<file path="src/pkg/mbdc_pkg.sv">
// Package for the motion block disable controller: types, encodings, reset values
`default_nettype none
package mbdc_pkg;
    // Output telegram function of one output
    typedef enum logic [2:0] {
        MBDC_FN_SWITCH    = 3'h0,
        MBDC_FN_STAIR     = 3'h1,
        MBDC_FN_FORCED    = 3'h2,
        MBDC_FN_DIM       = 3'h3,
        MBDC_FN_SCENE     = 3'h4,
        MBDC_FN_TEMP      = 3'h5,
        MBDC_FN_BRIGHT    = 3'h6,
        MBDC_FN_OPMODE    = 3'h7
    } mbdc_func_e;

    // Forced position values
    typedef enum logic [1:0] {
        MBDC_FORCE_ON  = 2'h0,
        MBDC_FORCE_OFF = 2'h1,
        MBDC_FORCE_INA = 2'h2
    } mbdc_force_e;

    // Room controller operating modes
    typedef enum logic [2:0] {
        MBDC_OM_AUTO    = 3'h0,
        MBDC_OM_COMFORT = 3'h1,
        MBDC_OM_STANDBY = 3'h2,
        MBDC_OM_NIGHT   = 3'h3,
        MBDC_OM_FROST   = 3'h4
    } mbdc_opmode_e;

    // End-of-disabling behaviour
    typedef enum logic [1:0] {
        MBDC_END_SILENT  = 2'h0,
        MBDC_END_AS_END  = 2'h1,
        MBDC_END_AS_START= 2'h2,
        MBDC_END_RESTORE = 2'h3
    } mbdc_endbeh_e;

    // Application type
    typedef enum logic [1:0] {
        MBDC_APP_SINGLE = 2'h0,
        MBDC_APP_MAIN   = 2'h1,
        MBDC_APP_EXT    = 2'h2
    } mbdc_apptype_e;

    // Controller states, Gray along idle -> disabled -> resume
    typedef enum logic [1:0] {
        MBDC_ST_ENABLED  = 2'h0,
        MBDC_ST_DISABLED = 2'h1,
        MBDC_ST_RESUME   = 2'h3
    } mbdc_state_e;

    // Telegram start-of-disabling configuration of one output
    typedef struct packed {
        mbdc_func_e   func;
        logic         switch_on;
        mbdc_force_e  force_pos;
        logic [6:0]   dim_pct;
        logic [5:0]   scene;
        logic [5:0]   temp_c;
        logic [5:0]   bright_step;
        mbdc_opmode_e opmode;
    } mbdc_outcfg_s;

    // Telegram issued on one output
    typedef struct packed {
        mbdc_func_e  func;
        logic [10:0] value;
    } mbdc_tgram_s;

    // Reset / default values, limits and constants
    localparam logic [6:0] MBDC_DIM_DEF      = 7'h00;
    localparam logic [6:0] MBDC_DIM_MAX      = 7'h64;
    localparam logic [5:0] MBDC_TEMP_DEF     = 6'h15;
    localparam logic [5:0] MBDC_TEMP_MAX     = 6'h28;
    localparam logic [5:0] MBDC_BRIGHT_DEF   = 6'h0F;
    localparam logic [5:0] MBDC_BRIGHT_MAX   = 6'h28;
    localparam logic [5:0] MBDC_LUX_STEP     = 6'h32;
    localparam int         MBDC_NUM_OUT      = 2;
    localparam logic [1:0] MBDC_SYNC_RST     = 2'h0;
endpackage
`default_nettype wire

</file>
<file path="src/hw/mbdc_ctrl.sv">
// Disable (interlock) controller for one motion detection function block
//
// Contract
// Disable input polarity selectable
// Single/main types may send start telegrams
// Alert or extension: no start telegram
// Entry stops and resets all delays
// Entry freezes current motion state
// Disable-without-telegram transmits nothing
// Disable-with-telegram sends configured telegram
// Separate start settings per output
// Switch/staircase send ON or OFF
// Forced: active ON, active OFF, inactive
// Dimming value 0..100 percent
// Temperature 0..40 degrees, default 21
// Brightness 0..2000 lux, 50 lux steps
// Operating mode, standby default
// One common end behaviour for outputs
// Silent end: no motion, no telegram
// Extension or detector forces silent end
// End-as-end: end reaction, no motion
// Lockout gates new detection afterwards
// End-as-start: simulated detection, delay starts
// Restore uses frozen motion state
// Act only on decoded input changes
`default_nettype none
module mbdc_ctrl (
    input  wire logic                  core_clk,
    input  wire logic                  sys_rst,
    input  wire logic                  disable_pin,       // Raw disabling input, asynchronous
    input  wire logic                  polarity_inv,      // 1: value 0 disables
    input  wire mbdc_pkg::mbdc_apptype_e app_type,
    input  wire logic                  alert_app,         // Alert operation application
    input  wire logic                  detector_app,      // Detector application
    input  wire logic                  start_tgram_en,    // Disable with telegram
    input  wire mbdc_pkg::mbdc_endbeh_e end_beh,
    input  wire mbdc_pkg::mbdc_outcfg_s out_cfg_1,
    input  wire mbdc_pkg::mbdc_outcfg_s out_cfg_2,
    input  wire logic                  motion_active,     // Live motion state of the block
    input  wire logic                  lockout_done,      // Lockout elapsed or not enabled
    output logic                       interlocked,
    output logic                       delay_reset,       // Pulse: stop and clear all delays
    output logic                       motion_frozen,
    output logic                       tgram_valid_1,
    output mbdc_pkg::mbdc_tgram_s      tgram_1,
    output logic                       tgram_valid_2,
    output mbdc_pkg::mbdc_tgram_s      tgram_2,
    output logic                       det_start,         // Pulse: run start-of-detection reaction
    output logic                       det_end,           // Pulse: run end-of-detection reaction
    output logic                       force_no_motion,   // Pulse: motion state to no motion
    output logic                       detect_ready       // New detection may be accepted
);

    // Build a telegram from an output's start-of-disabling configuration
    function automatic mbdc_pkg::mbdc_tgram_s build_tgram(input mbdc_pkg::mbdc_outcfg_s c);
        mbdc_pkg::mbdc_tgram_s t;
        t.func  = c.func;
        t.value = 11'h000;
        unique case (c.func)
            mbdc_pkg::MBDC_FN_SWITCH,
            mbdc_pkg::MBDC_FN_STAIR:  t.value = {10'h000, c.switch_on};
            mbdc_pkg::MBDC_FN_FORCED: t.value = {9'h000, c.force_pos};
            mbdc_pkg::MBDC_FN_DIM:    t.value = {4'h0, (c.dim_pct > mbdc_pkg::MBDC_DIM_MAX)
                                                     ? mbdc_pkg::MBDC_DIM_MAX : c.dim_pct};
            mbdc_pkg::MBDC_FN_SCENE:  t.value = {5'h00, c.scene};
            mbdc_pkg::MBDC_FN_TEMP:   t.value = {5'h00, (c.temp_c > mbdc_pkg::MBDC_TEMP_MAX)
                                                     ? mbdc_pkg::MBDC_TEMP_MAX : c.temp_c};
            // Both factors widened first: a 6-bit product would wrap long before 2000 lux
            mbdc_pkg::MBDC_FN_BRIGHT: t.value = 11'((c.bright_step > mbdc_pkg::MBDC_BRIGHT_MAX)
                                                     ? mbdc_pkg::MBDC_BRIGHT_MAX : c.bright_step)
                                                * 11'(mbdc_pkg::MBDC_LUX_STEP);
            mbdc_pkg::MBDC_FN_OPMODE: t.value = {8'h00, c.opmode};
        endcase
        return t;
    endfunction

    // Three-stage synchroniser on the disabling pin
    logic [2:0] sync_q;
    logic [2:0] next_sync_q;
    logic       dis_level;      // Filtered, polarity-decoded level
    logic       next_dis_level;

    // Decode: stages two and three must agree before a change counts
    always_comb begin
        next_sync_q    = {sync_q[1:0], disable_pin};
        next_dis_level = dis_level;
        if (sync_q[1] == sync_q[2]) begin
            next_dis_level = sync_q[2] ^ polarity_inv;
        end
    end

    // Synchroniser registers
    always_ff @(posedge core_clk) begin
        if (sys_rst) begin
            sync_q    <= 3'h0;
            dis_level <= 1'b0;
        end else begin
            sync_q    <= next_sync_q;
            dis_level <= next_dis_level;
        end
    end

    // Controller state and outputs
    mbdc_pkg::mbdc_state_e state;
    mbdc_pkg::mbdc_state_e next_state;
    mbdc_pkg::mbdc_tgram_s next_tgram_1;
    mbdc_pkg::mbdc_tgram_s next_tgram_2;
    logic next_interlocked;
    logic next_delay_reset;
    logic next_motion_frozen;
    logic next_tv1;
    logic next_tv2;
    logic next_det_start;
    logic next_det_end;
    logic next_force_nm;
    logic next_detect_ready;
    logic start_tg_allowed;  // Start telegrams permitted for this application
    logic silent_forced;     // Silent end forced by application
    mbdc_pkg::mbdc_endbeh_e eff_end;

    // Application gating of the configured behaviour
    always_comb begin
        start_tg_allowed = start_tgram_en && !alert_app
                           && (app_type != mbdc_pkg::MBDC_APP_EXT);
        silent_forced    = (app_type == mbdc_pkg::MBDC_APP_EXT) || detector_app;
        eff_end          = silent_forced ? mbdc_pkg::MBDC_END_SILENT : end_beh;
    end

    // Next-state logic; acts only on changes of the decoded level
    always_comb begin
        next_state         = state;
        next_interlocked   = interlocked;
        next_motion_frozen = motion_frozen;
        next_delay_reset   = 1'b0;
        next_tv1           = 1'b0;
        next_tv2           = 1'b0;
        next_tgram_1       = tgram_1;
        next_tgram_2       = tgram_2;
        next_det_start     = 1'b0;
        next_det_end       = 1'b0;
        next_force_nm      = 1'b0;
        next_detect_ready  = detect_ready;
        unique case (state)
            // Enabled: wait for a change to disable
            mbdc_pkg::MBDC_ST_ENABLED: begin
                if (!detect_ready && lockout_done) begin
                    next_detect_ready = 1'b1;
                end
                if (dis_level) begin
                    next_state         = mbdc_pkg::MBDC_ST_DISABLED;
                    next_interlocked   = 1'b1;
                    next_delay_reset   = 1'b1;
                    next_motion_frozen = motion_active;
                    next_detect_ready  = 1'b0;
                    if (start_tg_allowed) begin
                        next_tv1     = 1'b1;
                        next_tv2     = 1'b1;
                        next_tgram_1 = build_tgram(out_cfg_1);
                        next_tgram_2 = build_tgram(out_cfg_2);
                    end                                 // otherwise silent
                end
            end
            // Disabled: wait for a change to enable
            mbdc_pkg::MBDC_ST_DISABLED: begin
                if (!dis_level) begin
                    next_state = mbdc_pkg::MBDC_ST_RESUME;
                end
            end
            // Resume: apply end behaviour once and release the block in the same cycle
            mbdc_pkg::MBDC_ST_RESUME: begin
                next_state       = mbdc_pkg::MBDC_ST_ENABLED;
                next_interlocked = 1'b0;
                unique case (eff_end)
                    mbdc_pkg::MBDC_END_SILENT: begin
                        next_force_nm     = 1'b1;
                        next_detect_ready = 1'b1;
                    end
                    mbdc_pkg::MBDC_END_AS_END: begin
                        next_det_end  = 1'b1;
                        next_force_nm = 1'b1;
                    end
                    mbdc_pkg::MBDC_END_AS_START: begin
                        next_det_start    = 1'b1;
                        next_detect_ready = 1'b1;
                    end
                    mbdc_pkg::MBDC_END_RESTORE: begin
                        if (motion_frozen) begin
                            next_det_start    = 1'b1;
                            next_detect_ready = 1'b1;
                        end else begin
                            next_det_end  = 1'b1;
                            next_force_nm = 1'b1;
                        end
                    end
                endcase
            end
            default: begin
                next_state = mbdc_pkg::MBDC_ST_ENABLED;
            end
        endcase
    end

    // Controller registers
    always_ff @(posedge core_clk) begin
        if (sys_rst) begin
            state         <= mbdc_pkg::MBDC_ST_ENABLED;
            interlocked   <= 1'b0;
            delay_reset   <= 1'b0;
            motion_frozen <= 1'b0;
            tgram_valid_1 <= 1'b0;
            tgram_valid_2 <= 1'b0;
            tgram_1       <= '0;
            tgram_2       <= '0;
            det_start     <= 1'b0;
            det_end       <= 1'b0;
            force_no_motion <= 1'b0;
            detect_ready  <= 1'b1;
        end else begin
            state         <= next_state;
            interlocked   <= next_interlocked;
            delay_reset   <= next_delay_reset;
            motion_frozen <= next_motion_frozen;
            tgram_valid_1 <= next_tv1;
            tgram_valid_2 <= next_tv2;
            tgram_1       <= next_tgram_1;
            tgram_2       <= next_tgram_2;
            det_start     <= next_det_start;
            det_end       <= next_det_end;
            force_no_motion <= next_force_nm;
            detect_ready  <= next_detect_ready;
        end
    end

endmodule
`default_nettype wire

</file>
<file path="config.mk">
export PLATFORM = sky130hd
export DESIGN_NAME = mbdc_ctrl
export DESIGN_NICKNAME = d
export VERILOG_FILES = /design/src/pkg/mbdc_pkg.sv /design/src/hw/mbdc_ctrl.sv
export SDC_FILE = /design/constraint.sdc
export NUM_CORES = 1
export LEC_CHECK = 0
export BUFFER_PORTS_ARGS = -buffer_cell sky130_fd_sc_hd__buf_4
export CAP_MARGIN = 20
export CORE_MARGIN = 5
export CORE_UTILIZATION = 40
export DETAILED_ROUTE_END_ITERATION = 8
export HOLD_SLACK_MARGIN = 0.05
export MAX_ROUTING_LAYER = met4
export PLACE_DENSITY = 0.68
export RECOVER_POWER = 50
export SLEW_MARGIN = 30
export SYNTH_ARGS = -nofsm -noshare
export SYNTH_HDL_FRONTEND = slang
export SYNTH_SLANG_ARGS = --single-unit
</file>
<file path="constraint.sdc">
create_clock -name core_clk -period 3.2 [get_ports core_clk]
set_input_delay 0.64 -clock core_clk [delete_from_list [all_inputs] [get_ports core_clk]]
set_output_delay 0.64 -clock core_clk [all_outputs]
set_load 0.02 [all_outputs]
</file>
# --- Word-level counts from Yosys, hierarchy flattened ---
# Cells that the tools add are included.
op_classes:
  n_eq_ne: 27
  n_bitwise: 4
  order_cmp: 6
  n_reduce_logical: 23
  n_mul: 2
  n_mux: 26
op_table:
  columns: ["op", "n"]
  rows:
  - ["$pmux W11 S7", 2]
  - ["$eq A3 B3 Y1 const B", 8]
  - ["$gt A6 B6 Y1 const B", 4]
  - ["$mux W6", 4]
  - ["$mul A6 B5 Y10 const B", 2]
  - ["$gt A7 B7 Y1 const B", 2]
  - ["$mux W7", 2]
  - ["$eq A3 B2 Y1 const B", 4]
  - ["$pmux W1 S2", 6]
  - ["$reduce_or A2 Y1", 6]
  - ["$ne A3 B3 Y1 const B", 3]
  - ["$eq A2 B2 Y1 const B", 4]
  - ["$mux W1", 8]
  - ["$eq A3 B1 Y1 const B", 2]
  - ["$logic_not A3 Y1", 2]
  - ["$mux W2", 3]
  - ["$ne A2 B2 Y1 const B", 3]
  - ["$reduce_and A2 Y1", 3]
  - ["$eq A2 B1 Y1 const B", 2]
  - ["$logic_not A2 Y1", 2]
  - ["$pmux W2 S2", 1]
  - ["$reduce_and A4 Y1", 1]
  - ["$logic_and A1 B1 Y1", 3]
  - ["$not A1 Y1", 3]
  - ["other kinds (7)", 8]
totals:
  register_bits: 42
  output_inout_bits: 37

# --- Depth between registers and ports, before layout ---
# Gate-level depths: netlist (run 1).
depth:
  depth_word: 7
  mapped_depth: 11

# --- Least setup slack after synthesis (run 1) ---
# OpenSTA, ideal clock, no wires.
synth_path:
  path_kind: "input to register"
  from: "input out_cfg_1[7] in the netlist's numbering"
  to: "register tgram_1[9] in the netlist's numbering"
  required_ns: 3.084
  path_slack_ns: -0.063
  setup_ns: 0.116
  stages: 10
  t_arrival_ns: 3.147
  n_path_buf: 0
  path_cell_list: "o21ai_0 and2_1 ha_1 ha_1 ha_1 ha_1 nor2b_1 o21a_1 or3_1 a41o_1"
synth_via:
  elab_chain_len: 4
synth_rtl:
  columns: ["element", "line", "rtl"]
  rows:
  - ["start: declaration", "mbdc_ctrl.sv:37", "input wire mbdc_pkg::mbdc_outcfg_s out_cfg_1,"]
  - ["$gt A6 B6 Y1", "mbdc_ctrl.sv:69", "mbdc_pkg::MBDC_FN_BRIGHT: t.value = 11'((c.bright_step > mbdc_pkg::MBDC_BRIGHT_MAX)"]
  - ["$mux W6 *", "mbdc_ctrl.sv:70", "? mbdc_pkg::MBDC_BRIGHT_MAX : c.bright_step)"]
  - ["$mul A6 B5 Y10 *", "mbdc_ctrl.sv:71", "* 11'(mbdc_pkg::MBDC_LUX_STEP);"]
  - ["$pmux W11 S7 *", "mbdc_ctrl.sv:59", "unique case (c.func)"]
  - ["end signal: assignment", "mbdc_ctrl.sv:225", "tgram_1 <= next_tgram_1;"]
  - ["end: declaration", "mbdc_ctrl.sv:45", "output mbdc_pkg::mbdc_tgram_s tgram_1,"]
# Every way passes the cells marked *; elsewhere a longest branch is shown, timed or not.
# A chain may end at the register's enable or synchronous reset.

# --- Worst setup path after layout (run 1) ---
# Same ends and word-level chain as after synthesis.

==> metrics.md, run 1 <==
| Metric | Value |
|---|---|
| Run status | `finished with violations` |
| Violated checks | `capacitance limit, slew limit` |
| Clk_lat worst skew | `0.29 ns` |
| Avg Inst Size Synth | `8.20 um^2` |
| Peak Freq | `346 MHz` |
| Period minus WS final | `2.89 ns` |
| Global-route wire length before repair | `14.5 mm` |
| Yosys cell types | `60` |
| Routed via count | `~3200` |
| All-layer global routing usage | `0.180` |
| Crit path launch type | `primary input` |
| # diodes | `0` |
| Share of layout cells above drive strength 1 | `0.228` |
| Critical path endpoint | `tgram_1[9]` |
| GRT Residual Overflow | `0` |
| Worst VDD drop | `202 uV` |
| Worst setup path start | `out_cfg_1[7]` |
| Area of the multi-input gates | `2160 um^2` |
| Initial Utilization | `0.409` |
| Critical Path RT | `3.39 ns` |
| Die width | `98.9 um` |
| Synthesis Warnings | `0` |
| Cell area after layout | `4110 um^2` |
| Worst r2r dst | `tgram_1[9]` |
| WP data arrival | `3.08 ns` |
| Maxcap violations | `1` |
| Syn nets | `around 500` |
| Final #Nets | `608` |
| Critical path class | `in -> reg` |
| Seq. cell area | `841 um^2` |
| Placed instance count | `a little under 600` |
| R2R setup slack | `roughly 1.2 ns` |
| Critical path's most frequent cell | `ha_1` |
| Max stage delay on crit path | `0.32 ns` |
| Reg2reg path depth | `5` |
| Num CTS Buffers | `5` |
| Post-synthesis adder-cell area fraction | `0.147` |
| FFs w/ async S/R, synth | `0` |
| Largest net degree at the start of global routing | `45` |
| Depth of the CTS H-tree | `2` |
| Compound-cell area share of the yosys netlist | `0.221` |
| Setup WS pre-CTS | `0.00136 ns` |
| Largest family of logic cells by synthesized area | `simple AND/OR/NAND/NOR gates` |
| Hold Vio Cnt, Final | `0` |
| Drt first pass iters | `5` |
| Synth Instances | `385` |
| Slew Viols, Final | `45` |
| Area Overhead vs Synth | `30.1%` |
| Crit share post-route | `0.902` |
| Most frequent cells in the layout | `97 x buf_4, 42 x dfxtp_1, 37 x nand2_1` |
| Buffers plus inverters on the worst setup path | `1` |
| Synthesized flop and latch total | `42` |
| Setup slack after layout | `0.313 ns` |
| Post-synth EDFFs | `0` |
| HPWL after DPL | `6.91 mm` |
| Vias in the first global route | `~3100` |
| Endpoint class of the critical path | `register` |
| # resized after CTS | `0` |
| CP Cell Sequence | `buf_4, o21ai_1, and2_1, ha_1, ha_1, ha_1, ha_1, nor2b_1, o21a_1, or3_1, a41o_1` |
| Antenna violations before repair | `0` |
| Worst Tran Pin Value | `1.87 ns` |
| Post-synthesis cell area | `3160 um^2` |
| Post-synthesis xor/xnor area fraction | `0.0305` |
| CP top delay family | `adder cells` |
| # setup viols final | `0` |
| Total power | `between 1 and 1.5 mW` |
| TNS Setup | `0 ns` |
| Most common cell after layout, fill and taps aside | `buf_4` |
| Post-DR vias/cell | `5.31` |
| Post-Route WL | `just under 9 mm` |
| FP Rows | `32` |
| Dpl cell area | `4100 um^2` |
| Finished Core Util | `0.532` |
| Static leakage | `1.81 nW` |
| Die Y | `98.9 um` |
| Mux contribution to synthesized area | `0.0162` |
| CP Max Fanout | `3` |
| Fin cells | `594` |
| Post-CTS setup buffer count | `0` |
| DRC | `0` |
| Gpl congestion | `0.899` |
| Slowest CP cell | `ha_1` |
| Longest Clk Path Bufs | `2` |
| Ys flop type | `dfxtp_1` |
| Setup skew after layout | `0.00396 ns` |
| Max-slew headroom | `-0.248` |
| Hold slack | `0.459 ns` |
| Post-synthesis sequential area ratio | `0.266` |
| IO Count | `118` |
| Power Density | `336 nW/um^2` |
| Hold buffer count at CTS | `0` |
| Clk root buf | `clkbuf_8` |
| Core area | `7730 um^2` |
| Layout fillers | `783` |
| Worst min-delay path class | `reg -> reg` |
| Clk slew on worst S/H paths | `~0.080 ns` |
| Routed len/inst | `14.7 um` |
| CTS tree | `yes` |
| Synth Area in Simple Gates | `0.267` |
| Iteration-0 DRC Markers | `82` |
| Reg2reg start | `state[0]` |
| Die ar. | `9770 um^2` |
| Cell count along the critical path | `11` |
| RSZ-0062 raised after global routing | `false` |
| Antenna-violating nets left | `0` |
| Hold Path Depth | `2` |
| Clk sinks | `42` |
| PortBufs | `approximately 120` |
==> synth_stat cells, drive strengths merged, types with 2 or more instances <==
master   count  area, um^2
a2111oi      5        45.0
a211oi       8        60.1
a21o         5        37.5
a21oi       22         110
a221oi       7        61.3
a311o        4        40.0
a311oi       3        26.3
a31oi        2        12.5
a41o         2        20.0
and2         7        43.8
and3        10        62.6
and3b        3        26.3
and4b        2        20.0
buf          9        56.3
clkbuf      16        60.1
dfxtp       42         841
fa           2        40.0
ha          34         425
inv         12        45.0
mux2i        4        40.0
nand2       37         139
nand2b       7        43.8
nand3       11        60.1
nand3b       5        37.5
nor2        30         113
nor2b       16         100
nor3        10        50.1
nor3b        5        48.8
o21a         5        37.5
o21ai       17        85.1
o21bai       2        15.0
o2bb2ai      3        26.3
o311ai       3        33.8
or2          3        18.8
or3          4        25.0
xnor2        5        43.8
xor2         6        52.6
==> sequential cells by signal, indices dropped and copies added, names as in the netlist <==
name	flops
force_no_motion	1
motion_frozen	1
interlocked	1
tgram_valid_2	1
state	2
tgram_1	14
sync_q	3
delay_reset	1
tgram_2	14
det_end	1
det_start	1
detect_ready	1
dis_level	1
==> worst min-delay path by stage <==
stage / slack (ns) / endpoint / start
3_3_place_gp: 0.42 / sync_q[1] / sync_q[0]
5_1_grt: 0.48 / tgram_1[7] / tgram_1[7]
2_1_floorplan: 0.41 / sync_q[1] / sync_q[0]
4_1_cts: 0.46 / tgram_1[7] / tgram_1[7]
6_report: 0.46 / tgram_1[7] / tgram_1[7]
3_5_place_dp: 0.45 / sync_q[1] / sync_q[0]
==> layout make-up <==
type	instances	share of cell area
clock buffers	6	0.0177
clock inverters	2	0.00914
inverters	12	0.0110
multi-input cells	306	0.525
flip-flops and latches	42	0.205
well taps	102	0.0311
repair buffers	124	0.202
==> power by group <==
group,switching (mW),internal [mW]
Sequential,0.0113,0.536
Clock,0.186,0.233
Combinational,0.208,0.208
==> layer usage <==
layer / vias up / global-route usage / wire length [um]
met4: 0 / 0.0441 / 80
met3: 8 / 0.0368 / 647
met5: - / - / 0
met1: 1414 / 0.227 / 3900
li1: 1622 / - / -
met2: 111 / 0.294 / 4100
==> logic make-up (layout without fill, tap and decap cells) <==
kind of cell	after synthesis	in the layout
adder cells (fa/ha/maj)	36	36
flip-flops	42	42
XOR/XNOR	11	11
AND/OR/NAND/NOR	156	156
multiplexers	5	5
buffers and inverters	37	144
AO/OA/AOI/OAI	98	98
==> tightest hold or removal path, cell delays in order (launching register included) <==
cell and delay, ns:
dfxtp_1 0.32, nand2_1 0.05, a21oi_1 0.05
Power figures use the tool's default switching activity.
==> run 2: changes to the inputs <==
CORE_UTILIZATION = 30   (was 40)
PLACE_DENSITY = 0.53   (was 0.68)
==> run 2 against run 1 <==
  * The flow still finishes with violations (capacitance limit, slew limit)
  * Non-clock buffer count down 1
  * Via count down 0.25%
  * First-iteration DRC count up 100%
  * Critical endpoint is now tgram_2[10]
  * Largest power group unchanged
==> metrics.md, run 2 (synthesized netlist as in run 1, its figures left out) <==
| Metric | Value |
|---|---|
| # diodes | `0 (unchanged)` |
| # setup viols final | `0 (unchanged)` |
| TNS Setup | `0 ns (unchanged)` |
| NetSw | `0.423 mW (+4.2%)` |
| Area Overhead vs Synth | `30.7%` |
| Most common cell after layout, fill and taps aside | `buf_4` |
| Routed len/inst | `14.9 um (+1.0%)` |
| # resized after CTS | `0 (unchanged)` |
| Depth of the CTS H-tree | `2 (unchanged)` |
| Global-route wire length before repair | `15.8 mm (+9.0%)` |
| Most frequent cells in the layout | `96 x buf_4, 42 x dfxtp_1, 37 x nand2_1` |
| Critical Path RT | `3.43 ns (+0.04 ns)` |
| Num CTS Buffers | `5 (unchanged)` |
| Clk slew on worst S/H paths | `0.09 ns (about the same)` |
| Initial Utilization | `0.307 (-0.101)` |
| FP Rows | `37 (+16%)` |
| DRC | `0 (unchanged)` |
| Comb power frac | `0.310 (+0.009)` |
| Core area | `10300 um^2 (+33%)` |
| Sequential power share | `0.414 (+0.018)` |
| Worst min-delay path class | `reg -> reg` |
| Setup skew after layout | `0.00993 ns (+0.00596 ns)` |
| RSZ-0062 raised after global routing | `false` |
| Post-Route WL | `9.31 mm (+6.7%)` |
| P_int | `0.897 mW (-8.2%)` |
| Longest Clk Path Bufs | `2 (unchanged)` |
| Largest registers | `tgram_1 (14), tgram_2 (14), sync_q (3)` |
| Final #Nets | `607 (-0.16%)` |
| CP Max Fanout | `5 (+2)` |
| Run status | `finished with violations` |
| Clk pwr share | `0.276 (-0.027)` |
| Fin cells | `627 (+5.6%)` |
| Crit path launch type | `primary input` |
| Hold buffer count at CTS | `0 (unchanged)` |
| Placed instance count | `619 (+5.6%)` |
| Die width | `113 um (+14%)` |
| Worst VDD drop | `165 uV (-18%)` |
| Post-DR vias/cell | `5.02 (-5.5%)` |
| Largest net degree at the start of global routing | `45 (unchanged)` |
| Gpl congestion | `0.841 (-6.5%)` |
| Endpoint class of the critical path | `register` |
| Layout fillers | `1101 (+41%)` |
| Clk root buf | `clkbuf_8` |
| WP data arrival | `3.12 ns (+0.04 ns)` |
| Worst Tran Pin Value | `1.90 ns (+0.0317 ns)` |
| GRT Residual Overflow | `0 (unchanged)` |
| Hold Vio Cnt, Final | `0 (unchanged)` |
| Share of layout cells above drive strength 1 | `0.228 (+0.000464)` |
| Clk sinks | `42 (unchanged)` |
| Die ar. | `12700 um^2 (+30%)` |
| Clk_lat worst skew | `0.30 ns (about the same)` |
| Peak Freq | `347 MHz (about the same)` |
| IO Count | `118 (unchanged)` |
| Switching share of total power | `0.320 (+0.0269)` |
| PortBufs | `117 (unchanged)` |
| Total power | `1.32 mW (-4.5%)` |
| HPWL after DPL | `7.30 mm (+5.6%)` |
| CTS tree | `yes` |
| Drt first pass iters | `4 (-1)` |
| Max-slew headroom | `-0.270 (-0.0212)` |
| Critical path class | `in -> reg` |
| Maxcap violations | `1 (unchanged)` |
| Slew Viols, Final | `45 (unchanged)` |
| Finished Core Util | `0.402 (-0.130)` |
| Antenna violations before repair | `0 (unchanged)` |
| Static leakage | `1.80 nW (-0.63%)` |
| Period minus WS final | `2.88 ns (-0.00267 ns)` |
| Antenna-violating nets left | `0 (unchanged)` |
| All-layer global routing usage | `0.151 (-0.0292)` |
| Routed via count | `3147 (-0.25%)` |
| Vias in the first global route | `3222 (+2.8%)` |
| Post-CTS setup buffer count | `0 (unchanged)` |
| Crit share post-route | `0.901 (about the same)` |
| Violated checks | `capacitance limit, slew limit` |
| Iteration-0 DRC Markers | `165 (+100%)` |
| Die Y | `113 um (+14%)` |
| Power Density | `320 nW/um^2 (-5.0%)` |
## run 2: final cells by class
class / instances / area (um^2) / area share
Timing Repair Buffer: 123 / 822 / 0.199
Clock buffer: 5 / 68.8 / 0.0167
Clock inverter: 3 / 25.0 / 0.00606
Tap cell: 136 / 170 / 0.0412
Sequential cell: 42 / 841 / 0.204
Multi-Input combinational cell: 306 / 2160 / 0.522
Inverter: 12 / 45.0 / 0.0109
## run 2: routing by layer
layer	routed length, um	GRT usage
met1	4450	0.205
met2	4280	0.237
met3	538	0.0259
met4	44	0.0272
met5	0	-
## run 2: through the flow
step                      setup WS, ns  hold slack, ns  instance area, um^2
after CTS                        0.321           0.448                 4230
final                            0.315           0.446                 4130
after global placement          0.0720           0.427                 4140
after detailed placement        0.0320           0.425                 4140
after floorplan                 0.0724           0.414                 3160
after global routing            0.0440           0.463                 4130
## run 2: worst max-delay path, cell delays in order
cell	delay, ns
buf_4	0.13
o21ai_0	0.29
and3_1	0.21
ha_1	0.23
ha_1	0.29
ha_1	0.31
a211oi_1	0.29
o21ai_0	0.16
a2111oi_0	0.40
a311o_1	0.18
## run 2: path summary, 6_finish.rpt
| check | end | slack, ns | from | cells past startpoint |
|---|---|---|---|---|
| worst max-delay path | tgram_2[10] | 0.32 | out_cfg_2[7] | 10 |
| worst max register to register | tgram_1[10] | 1.16 | dis_level | 4 |
| worst min-delay path | sync_q[1] | 0.45 | sync_q[0] | 1 |
| worst min register to register | sync_q[1] | 0.45 | sync_q[0] | 1 |
## run 2: power groups by stage
stage / Sequential (mW) / Combinational, mW / Clock, mW
floorplan: 0.568 / 0.239 / 0
global placement: 0.559 / 0.412 / 0
detailed placement: 0.559 / 0.415 / 0
CTS: 0.547 / 0.419 / 0.385
global route: 0.549 / 0.465 / 0.406
finish: 0.547 / 0.409 / 0.364
==> run 3: changes to the inputs <==
PLACE_DENSITY = 0.51   (was 0.53)
clock period = 2.7 ns   (was 3.2 ns; I/O delays follow)
==> run 3 against run 2 <==
  * The flow still finishes with violations (capacitance limit, slew limit)
  * Routed wire length increased by 2.4%
  * Clock power is 21% higher
  * Sequential power grew 19%
  * Total power grew 26%
  * Hold slack got worse by 0.0078 ns
  * Critical path type unchanged
  * Largest cell class unchanged
==> metrics.md, run 3 (synthesized netlist as in run 1, its figures left out) <==
| Metric | Value |
|---|---|
| Run status | `finished with violations` |
| Violated checks | `capacitance limit, slew limit` |
| Worst Tran Pin Value | `1.89 ns (-0.0135 ns)` |
| Max-slew headroom | `-0.261 (+0.00898)` |
| Worst VDD drop | `184 uV (+12%)` |
| Clk sinks | `42 (unchanged)` |
| Clk_lat worst skew | `0.29 ns (about the same)` |
| Critical path's most frequent cell | `ha_4` |
| Power Density | `376 nW/um^2 (+17%)` |
| Global-route wire length before repair | `16.0 mm (+1.1%)` |
| Most common cell after layout, fill and taps aside | `buf_4` |
| FP Rows | `37 (unchanged)` |
| Setup WS pre-CTS | `-0.201 ns (-0.233 ns)` |
| PortBufs | `117 (unchanged)` |
| GRT Residual Overflow | `0 (unchanged)` |
| DRC | `0 (unchanged)` |
| HPWL after DPL | `7.51 mm (+2.9%)` |
| Initial Utilization | `0.307 (unchanged)` |
| Clk slew on worst S/H paths | `0.09 ns (about the same)` |
| Largest net degree at the start of global routing | `45 (unchanged)` |
| Static leakage | `1.90 nW (+5.6%)` |
| Dpl cell area | `4410 um^2 (+6.7%)` |
| Max stage delay on crit path | `0.31 ns (-0.09 ns)` |
| Routed via count | `3242 (+3.0%)` |
| # setup viols final | `0 (unchanged)` |
| CTS tree | `yes` |
| Post-CTS setup buffer count | `0 (unchanged)` |
| Share of layout cells above drive strength 1 | `0.290 (+0.0615)` |
| CP Cell Sequence | `buf_4, or2_2, a21oi_1, nor2_1, ha_1, ha_4, ha_4, nor2b_1, o21a_1, or3_1, a41o_1` |
| Die ar. | `12700 um^2 (unchanged)` |
| CP Max Fanout | `5 (unchanged)` |
| Final #Nets | `627 (+3.3%)` |
| Peak Freq | `389 MHz` |
| Maxcap violations | `1 (unchanged)` |
| Antenna violations before repair | `0 (unchanged)` |
| Routed len/inst | `14.7 um (-0.77%)` |
| Endpoint class of the critical path | `register` |
| Crit path launch type | `primary input` |
| Antenna-violating nets left | `0 (unchanged)` |
| Num CTS Buffers | `5 (unchanged)` |
| Period minus WS final | `2.57 ns` |
| Critical Path RT | `2.89 ns (-0.54 ns)` |
| Slowest CP cell | `or3_1` |
| Depth of the CTS H-tree | `2 (unchanged)` |
| Die width | `113 um (unchanged)` |
| Core area | `10300 um^2 (unchanged)` |
| Hold Vio Cnt, Final | `0 (unchanged)` |
| Hold buffer count at CTS | `0 (unchanged)` |
| Critical path class | `in -> reg` |
| Die Y | `113 um (unchanged)` |
| Post-DR vias/cell | `5.01 (-0.17%)` |
| Vias in the first global route | `3263 (+1.3%)` |
| Hold slack | `0.438 ns (-0.00780 ns)` |
| Longest Clk Path Bufs | `2 (unchanged)` |
| Fin cells | `647 (+3.2%)` |
| Placed instance count | `639 (+3.2%)` |
| Most frequent cells in the layout | `116 x buf_4, 42 x dfxtp_1, 37 x nand2_1` |
| Post-Route WL | `9.54 mm (+2.4%)` |
| Setup slack after layout | `0.131 ns (-0.184 ns)` |
| Slew Viols, Final | `45 (unchanged)` |
| # diodes | `0 (unchanged)` |
| RSZ-0062 raised after global routing | `false` |
| Iteration-0 DRC Markers | `201 (+22%)` |
| Setup skew after layout | `0.00439 ns (-0.00553 ns)` |
| Clk root buf | `clkbuf_8` |
| Largest registers | `tgram_1 (14), tgram_2 (14), sync_q (3)` |
| WP data arrival | `2.76 ns (-0.36 ns)` |
| Area Overhead vs Synth | `40.7%` |
| Crit share post-route | `0.951` |
| Total power | `1.67 mW (+26%)` |
| Gpl congestion | `0.837 (-0.44%)` |
| IO Count | `118 (unchanged)` |
| Worst min-delay path class | `in -> reg` |
| Cell area after layout | `4440 um^2 (+7.7%)` |
| All-layer global routing usage | `0.153 (+0.00192)` |
| Drt first pass iters | `4 (unchanged)` |
[run 3: cell types whose count changed in the layout (fill, tap and decap cells not counted), moves of 2 or more]
cell      previous run  this run
a211oi_1             8         6
a211oi_2             0         2
buf_4               96       116
ha_1                34        24
ha_4                 0        10
o21ai_0             16        14
[run 3: final cells by class]
cell class / instances / area, um^2
clock buffer: 7 / 86.3
multi-input combinational: 306 / 2320
tap: 136 / 170
fill: 1104 / 5830
clock inverter: 1 / 8.76
timing repair buffer: 143 / 972
sequential: 42 / 841
inverter: 12 / 45.0
[run 3: timing repair]
action                                  CTS  global route
endpoints found under the setup margin    0             2
hold endpoints to repair                  0             0
resized for setup                         0             4
[run 3: critical path, delay by kind of cell]
family	cells	cell delay, ns
AOI/OAI and AO/OA	3	0.53
and+or+nand+nor	4	0.78
buffers and inverters	1	0.13
adders and majority gates	3	0.78
[run 3: power by group]
part,switching (mW),internal [mW],total (mW)
clock,0.229,0.212,0.441
combinational,0.273,0.306,0.579
sequential,0.0139,0.635,0.649
total,0.517,1.15,1.67
[run 3: per-stage QoR]
stage	util	setup TNS, ns
after global routing	0.432	0
after detailed placement	0.430	-0.896
after CTS	0.439	0
after global placement	0.430	-0.853
after floorplan	-	0
final	0.432	0
[run 3: path summary, 6_finish.rpt]
check	startpoint	endpoint	slack (ns)	depth (start not counted)
max	out_cfg_2[6]	tgram_2[9]	0.13	11
min	end_beh[1]	force_no_motion	0.44	2
max reg2reg	state[0]	tgram_1[9]	0.66	5
min reg2reg	sync_q[0]	sync_q[1]	0.44	1
[run 3: layer usage]
| metal | vias to the layer above | part of all wire | track usage |
|---|---|---|---|
| met4 | 0 | 0.0050 | 0.0288 |
| li1 | 1664 | - | - |
| met1 | 1472 | 0.46 | 0.205 |
| met2 | 102 | 0.47 | 0.242 |
| met3 | 4 | 0.060 | 0.0275 |
| met5 | - | 0 | - |
